`config.mk`:
```
export PLATFORM = sky130hd
export DESIGN_NAME = reset_brownout_supervisor
export DESIGN_NICKNAME = d
export VERILOG_FILES = /design/src/verilog/reset_brownout_supervisor.v /design/src/verilog/reset_sync.v
export VERILOG_INCLUDE_DIRS = /design/src /design/src/verilog
export SDC_FILE = /design/constraint.sdc
export NUM_CORES = 1
export LEC_CHECK = 0
export BUFFER_PORTS_ARGS = -buffer_cell sky130_fd_sc_hd__clkbuf_2
export CAP_MARGIN = 20
export CORE_AREA = 2 2 72 102
export DETAILED_ROUTE_END_ITERATION = 6
export DIE_AREA = 0 0 74 104
export SKIP_LAST_GASP = 1
export SLEW_MARGIN = 15
export SYNTH_ARGS = -nofsm -noshare
export SYNTH_HDL_FRONTEND = slang
export SYNTH_SLANG_ARGS = --single-unit
export TNS_END_PERCENT = 10
```
`constraint.sdc`:
```
create_clock -name ref_clk -period 4.73 [get_ports ref_clk]
set_input_delay 0.2365 -clock ref_clk [delete_from_list [all_inputs] [get_ports ref_clk]]
set_output_delay 0.2365 -clock ref_clk [all_outputs]
set_load 0.05 [all_outputs]
```
`src/verilog/supervisor_defines.vh`:
```
// Constants of the reset and brownout supervisor
`ifndef SUPERVISOR_DEFINES_VH
`define SUPERVISOR_DEFINES_VH
// Wake-up timer clock count after oscillator is judged good
`define WAKE_COUNT 16'h1000
`define WAKE_CNT_W 16
// Consecutive stable samples that qualify the oscillator
`define OSC_QUAL_COUNT 8'h40
`define OSC_QUAL_W 8
// Processor start address after release
`define BOOT_ADDR 32'h0000_0000
// Supervisor states
`define ST_HOLD 2'h0
`define ST_OSC 2'h1
`define ST_WAKE 2'h2
`define ST_RUN 2'h3
`endif

```
`src/verilog/reset_brownout_supervisor.v`:
```
// Reset and brownout supervisor with wake-up timer
// ----------------------------------------------------------------
// Summary of operation
// - Pin, watchdog, power-on and brownout reset merge into one chip reset.
// - Any cause restarts wake-up timer; release waits pin, oscillator, count, flash.
// - On release the processor fetches from address zero, registers at reset values.
// - Supply below upper threshold raises brownout interrupt request to controller.
// - Upper-stage brownout indication is also readable as a status bit.
// - Supply below lower threshold forces chip reset.
// - Brownout reset holds to about 1 V; power-on detector covers below.
// - Both thresholds have hysteresis; assert and release levels differ.
// - Wake-up timer lets code start only once oscillator output is good.
// ----------------------------------------------------------------
`timescale 1ns/100ps
`default_nettype none
`include "supervisor_defines.vh"
module reset_brownout_supervisor (
  input wire ref_clk,
  input wire rst,
  input wire reset_pin_n,
  input wire watchdog_rst,
  input wire por_detect,
  input wire brownout_upper_low,
  input wire brownout_upper_ok,
  input wire brownout_lower_low,
  input wire brownout_lower_ok,
  input wire osc_good,
  input wire flash_init_done,
  output reg chip_rst,
  output reg flash_init_start,
  output reg [31:0] fetch_addr,
  output reg core_run,
  output reg brownout_irq,
  output reg brownout_status,
  output reg brownout_reset_flag
);
  // ----------------------------------------------------------------
  // Brownout comparators with hysteresis
  // ----------------------------------------------------------------
  // Comparator pairs: low trips below threshold, ok only above the
  // threshold plus hysteresis; the latch holds between them.
  reg [1:0] up_low_sync_reg;
  reg [1:0] up_ok_sync_reg;
  reg [1:0] lo_low_sync_reg;
  reg [1:0] lo_ok_sync_reg;
  reg [1:0] pin_sync_reg;
  reg [1:0] osc_sync_reg;
  reg [1:0] flash_sync_reg;
  reg upper_state_reg;
  reg lower_state_reg;

  always @(posedge ref_clk or posedge rst) begin
    if (rst) begin
      up_low_sync_reg <= 2'h0;
      up_ok_sync_reg <= 2'h0;
      lo_low_sync_reg <= 2'h0;
      lo_ok_sync_reg <= 2'h0;
      pin_sync_reg <= 2'h0;
      osc_sync_reg <= 2'h0;
      flash_sync_reg <= 2'h0;
    end else begin
      up_low_sync_reg <= {up_low_sync_reg[0], brownout_upper_low};
      up_ok_sync_reg <= {up_ok_sync_reg[0], brownout_upper_ok};
      lo_low_sync_reg <= {lo_low_sync_reg[0], brownout_lower_low};
      lo_ok_sync_reg <= {lo_ok_sync_reg[0], brownout_lower_ok};
      pin_sync_reg <= {pin_sync_reg[0], reset_pin_n};
      osc_sync_reg <= {osc_sync_reg[0], osc_good};
      flash_sync_reg <= {flash_sync_reg[0], flash_init_done};
    end
  end

  always @(posedge ref_clk or posedge rst) begin
    if (rst) begin
      upper_state_reg <= 1'b0;
    end else if (up_low_sync_reg[1]) begin
      upper_state_reg <= 1'b1;
    end else if (up_ok_sync_reg[1]) begin
      upper_state_reg <= 1'b0;
    end
  end

  // Lower stage latch: kept clear of the chip reset it causes
  always @(posedge ref_clk or posedge rst) begin
    if (rst) begin
      lower_state_reg <= 1'b0;
    end else if (lo_low_sync_reg[1]) begin
      lower_state_reg <= 1'b1;
    end else if (lo_ok_sync_reg[1]) begin
      lower_state_reg <= 1'b0;
    end
  end

  // ----------------------------------------------------------------
  // Reset merge
  // ----------------------------------------------------------------
  // The raw lower comparator joins the asynchronous term directly so a
  // deep sag resets at once even with a dying clock; power-on covers
  // the range where the comparator itself stops working.
  wire brownout_rst_async = brownout_lower_low | lower_state_reg;
  wire merged_async = rst | watchdog_rst | por_detect | brownout_rst_async;
  wire sync_rst;

  reset_sync u_reset_sync (
    .ref_clk(ref_clk),
    .async_rst(merged_async),
    .sync_rst(sync_rst)
  );

  // The pin is a synchronised level; a low pin restarts the sequence.
  wire seq_rst = sync_rst | ~pin_sync_reg[1];

  // ----------------------------------------------------------------
  // Wake-up sequencer
  // ----------------------------------------------------------------
  reg [1:0] state_reg;
  reg [1:0] state_next;
  reg [`OSC_QUAL_W-1:0] osc_cnt_reg;
  reg [`OSC_QUAL_W-1:0] osc_cnt_next;
  reg [`WAKE_CNT_W-1:0] wake_cnt_reg;
  reg [`WAKE_CNT_W-1:0] wake_cnt_next;

  always @* begin
    state_next = state_reg;
    osc_cnt_next = osc_cnt_reg;
    wake_cnt_next = wake_cnt_reg;
    case (state_reg)
      `ST_HOLD: begin
        osc_cnt_next = {`OSC_QUAL_W{1'b0}};
        wake_cnt_next = {`WAKE_CNT_W{1'b0}};
        state_next = `ST_OSC;
      end
      `ST_OSC: begin
        // A dropout restarts qualification rather than trusting one sample
        if (!osc_sync_reg[1]) begin
          osc_cnt_next = {`OSC_QUAL_W{1'b0}};
        end else if (osc_cnt_reg == `OSC_QUAL_COUNT - 8'h01) begin
          state_next = `ST_WAKE;
        end else begin
          osc_cnt_next = osc_cnt_reg + 8'h01;
        end
      end
      `ST_WAKE: begin
        if (!osc_sync_reg[1]) begin
          state_next = `ST_OSC;
          osc_cnt_next = {`OSC_QUAL_W{1'b0}};
          wake_cnt_next = {`WAKE_CNT_W{1'b0}};
        end else if (wake_cnt_reg == `WAKE_COUNT - 16'h0001) begin
          if (flash_sync_reg[1]) begin
            state_next = `ST_RUN;
          end
        end else begin
          wake_cnt_next = wake_cnt_reg + 16'h0001;
        end
      end
      `ST_RUN: begin
        state_next = `ST_RUN;
      end
      default: begin
        state_next = `ST_HOLD;
      end
    endcase
  end

  always @(posedge ref_clk or posedge seq_rst) begin
    if (seq_rst) begin
      state_reg <= `ST_HOLD;
      osc_cnt_reg <= {`OSC_QUAL_W{1'b0}};
      wake_cnt_reg <= {`WAKE_CNT_W{1'b0}};
    end else begin
      state_reg <= state_next;
      osc_cnt_reg <= osc_cnt_next;
      wake_cnt_reg <= wake_cnt_next;
    end
  end

  // ----------------------------------------------------------------
  // Outputs
  // ----------------------------------------------------------------
  always @(posedge ref_clk or posedge seq_rst) begin
    if (seq_rst) begin
      chip_rst <= 1'b1;
      flash_init_start <= 1'b0;
      fetch_addr <= `BOOT_ADDR;
      core_run <= 1'b0;
    end else begin
      chip_rst <= (state_next != `ST_RUN);
      flash_init_start <= (state_next == `ST_WAKE) || (state_next == `ST_RUN);
      fetch_addr <= `BOOT_ADDR;
      core_run <= (state_next == `ST_RUN);
    end
  end

  // Interrupt and status run off the plain reset so they survive
  // the brownout reset cycle and stay visible to software.
  always @(posedge ref_clk or posedge rst) begin
    if (rst) begin
      brownout_irq <= 1'b0;
      brownout_status <= 1'b0;
      brownout_reset_flag <= 1'b0;
    end else begin
      brownout_irq <= upper_state_reg;
      brownout_status <= upper_state_reg;
      brownout_reset_flag <= lower_state_reg;
    end
  end
endmodule
`default_nettype wire

```
`src/verilog/reset_sync.v`:
```
// Reset synchronizer: asynchronous assert, release on the clock
`timescale 1ns/100ps
`default_nettype none
module reset_sync (
  input wire ref_clk,
  input wire async_rst,
  output wire sync_rst
);
  reg meta_reg;
  reg hold_reg;
  // Release passes two flops so every register sees it on one edge
  always @(posedge ref_clk or posedge async_rst) begin
    if (async_rst) begin
      meta_reg <= 1'b1;
      hold_reg <= 1'b1;
    end else begin
      meta_reg <= 1'b0;
      hold_reg <= meta_reg;
    end
  end
  assign sync_rst = hold_reg;
endmodule
`default_nettype wire

```
==> flow_summary.ini <==
[grt]
grt_pass1_wl_um = 7100
gr-total-overflow = 0
antenna_found_initial = 0
grt_pass1_vias = 1559
grt_max_degree = 29
grt_usage_pct = 11.7

[route]
wl_per_cell_um = 12.6
num_vias = 1569
antenna_left = 0
drc = 0
dr.pass1.iters = 4
viasPerCell = 4.74
drt_iter0_markers = 55
routed_wl_um = 4180

[synthesis]
syn_inst = 217
synthDistinctLibCells = 49
netlist_area_um2 = 2320
synth_warnings = 0
ys_seq_elements = 48
yosysSeqAreaShare_pct = 51.9
synth_area_per_cell_um2 = 10.7

[critical_path]
cpPeakStageDelay_ps = 620
cp_slowest_cell = nor4_4
endpoint_kind = flop
path_cells = or4_4, nor4_4, a31oi_1, mux2i_1
required_ps = 4950
path_max_fanout = 14
crit_type = flop to flop
worst_ep_arrival_time_ps = 2260
cp-start-kind = flop

[clocking]
cts_buffers = 5
clock_path_buffers = 2
cts_resized = 0
cts_setup_buffers = 0
hold_buffers = 0
insertion_delay_ps = 300
cts.sinks = 48
htreeDepth = 2
path_clk_slew_ps = 90
cts_tree = built
cts_root_buffer = clkbuf_8

[placement]
place.gp.congestion = 0.798
dp_hpwl_um = 3040
io_buffers = 16
place_area_um2 = 2380

[sta]
rsz0062_at_grt = false
final-hold-violation-count = 0
period_needed_ps = 2040
fmax_mhz = 491
drv_slew = 0
fin_worst_skew_ps = 6.56
worst_pin_slew_ps = 700
setup_viol = 0
post-route-period-util_pct = 43.0
finalSetupTns_ps = 0
maxSlewHeadroom_pct = 53.0

[cells_and_area]
design_area_um2 = 2490
largest_reg_flops = 16
antenna_cells = 0
area_growth_pct = 7.49
drive_gt1_share_pct = 16.9
nNetsFinal = 248

[flow_run]
drv_cap = 0

[floorplanning]
core_um2 = 6800
ioPinCount = 49
die_w_um = 74
rows = 36
dieArea_um2 = 7700
start_util_pct = 34.1
fp.dieH_um = 104

[pwr]
leakagePower_nw = 1.11
p_per_area_nw_per_um2 = 333
ir_worst_vdd_mv = 0.270

[hold_path]
min_path_type = primary input to asynchronous set/reset pin

[run_status]
outcome = completed
[worst paths after layout]
kind / end / cells past startpoint / startpoint / slack [ps]
setup / recovery: wake_cnt_reg[0] / 4 / wake_cnt_reg[15] / 2690
hold / removal: lo_low_sync_reg[0] / 2 / rst / 10
setup reg to reg: wake_cnt_reg[0] / 4 / wake_cnt_reg[15] / 2690
hold reg to reg: flash_sync_reg[1] / 0 / flash_sync_reg[0] / 360
max in group asynchronous: chip_rst / 2 / u_reset_sync.sync_rst / 4030
min in group ref_clk: lo_ok_sync_reg[0] / 1 / brownout_lower_ok / 40
[cell usage after synthesis, drive strengths merged]
library cell | n | area (µm²)
o2bb2ai | 1 | 8.76
a21o | 2 | 15.0
o22ai | 1 | 6.26
nand4 | 4 | 40.0
mux2 | 1 | 11.3
o41ai | 4 | 35.0
xnor2 | 2 | 17.5
and3 | 2 | 12.5
nand3 | 8 | 40.0
a21oi | 10 | 50.1
or4b | 1 | 10.0
a22o | 2 | 17.5
nor3b | 1 | 7.51
o211a | 1 | 10.0
and4 | 2 | 18.8
nor4 | 4 | 40.0
mux2i | 5 | 50.1
dfstp | 3 | 78.8
nor3 | 5 | 25.0
nor2b | 1 | 6.26
nand2 | 14 | 52.6
buf | 36 | 264
inv | 8 | 30.0
dfrtp | 45 | 1130
ha | 2 | 25.0
o211ai | 2 | 15.0
o21a | 2 | 15.0
nor2 | 10 | 37.5
nand3b | 2 | 15.0
a31oi | 3 | 18.8
nand2b | 1 | 6.26
nor4b | 2 | 17.5
or2 | 5 | 31.3
or3b | 1 | 8.76
clkbuf | 2 | 7.51
o2111ai | 1 | 8.76
conb | 1 | 3.75
or4 | 6 | 50.1
o311ai | 2 | 17.5
o31ai | 4 | 30.0
o21ai | 8 | 40.0
[worst max-delay path, delay by kind of cell (launching register included)]
family             cells  cell delay (ps)
and+or+nand+nor        2             1190
DFF                    1              410
muxes                  1              170
AOI/OAI and AO/OA      1              200
[power by group]
group | leakage (nW) | switching [mW] | total [mW] | internal, mW
combinational | 0.448 | 0.0796 | 0.0919 | 0.0122
clock | 0.0583 | 0.142 | 0.302 | 0.159
sequential | 0.601 | 0.0109 | 0.436 | 0.426
total | 1.11 | 0.233 | 0.830 | 0.597
[per-layer routing]
layer | vias up | global-route usage, % | share of wire (%)
li1 | 751 | - | -
met1 | 771 | 13.6 | 40
met2 | 41 | 20.4 | 54
met3 | 6 | 2.33 | 3.5
met4 | 0 | 4.68 | 1.8
met5 | - | 0 | 0
[placed cells by master (no fill, tap or decap), types with 2 or more instances in the layout]
cell	instances
a21o_1	2
a21oi_1	10
a22o_1	2
a31oi_1	3
and3_1	2
clkbuf_2	16
clkbuf_8	5
clkinv_4	2
conb_1	33
dfrtp_1	45
dfstp_2	3
ha_1	2
inv_1	8
mux2i_1	5
nand2_1	14
nand3_1	8
nand3b_1	2
nand4_1	3
nor2_1	10
nor3_1	5
nor4_1	3
nor4b_1	2
o211ai_1	2
o21a_1	2
o21ai_0	8
o311ai_0	2
o31ai_1	4
o41ai_1	4
or2_2	4
or4_1	4
xnor2_1	2
[cell type report]
class                      count  area [µm²]
clock inverter                 3        47.5
sequential                    48        1200
fill                         663        4310
timing repair buffer          17        87.6
multi-input combinational    155         937
tap                           95         119
inverter                       8        30.0
clock buffer                   5        68.8
[stage by stage]
step / std cells / setup slack (ps) / util, % / power [mW] / hold slack, ps
after floorplan: 249 / 2780 / - / 0.543 / 175
after global placement: 323 / 2750 / 35.0 / 0.534 / 333
after detailed placement: 323 / 2710 / 35.0 / 0.537 / 336
after CTS: 331 / 2700 / 36.7 / 0.838 / 30.9
after global routing: 331 / 2540 / 36.7 / 0.861 / 19.5
final: 331 / 2690 / 36.7 / 0.830 / 11.8
[kinds of logic (layout without fill, tap and decap cells)]
kind of cell	count (synthesis)	after routing	share of synthesized area (%)
fa+ha+maj	2	2	1.08
mux	6	6	2.64
compound gates	43	43	12.4
other cells	1	33	0.162
flops	48	48	51.9
simple gates	69	69	18.1
xor+xnor	2	2	0.755
buf+inv	46	33	13.0
(Power assumes the default switching activity.)
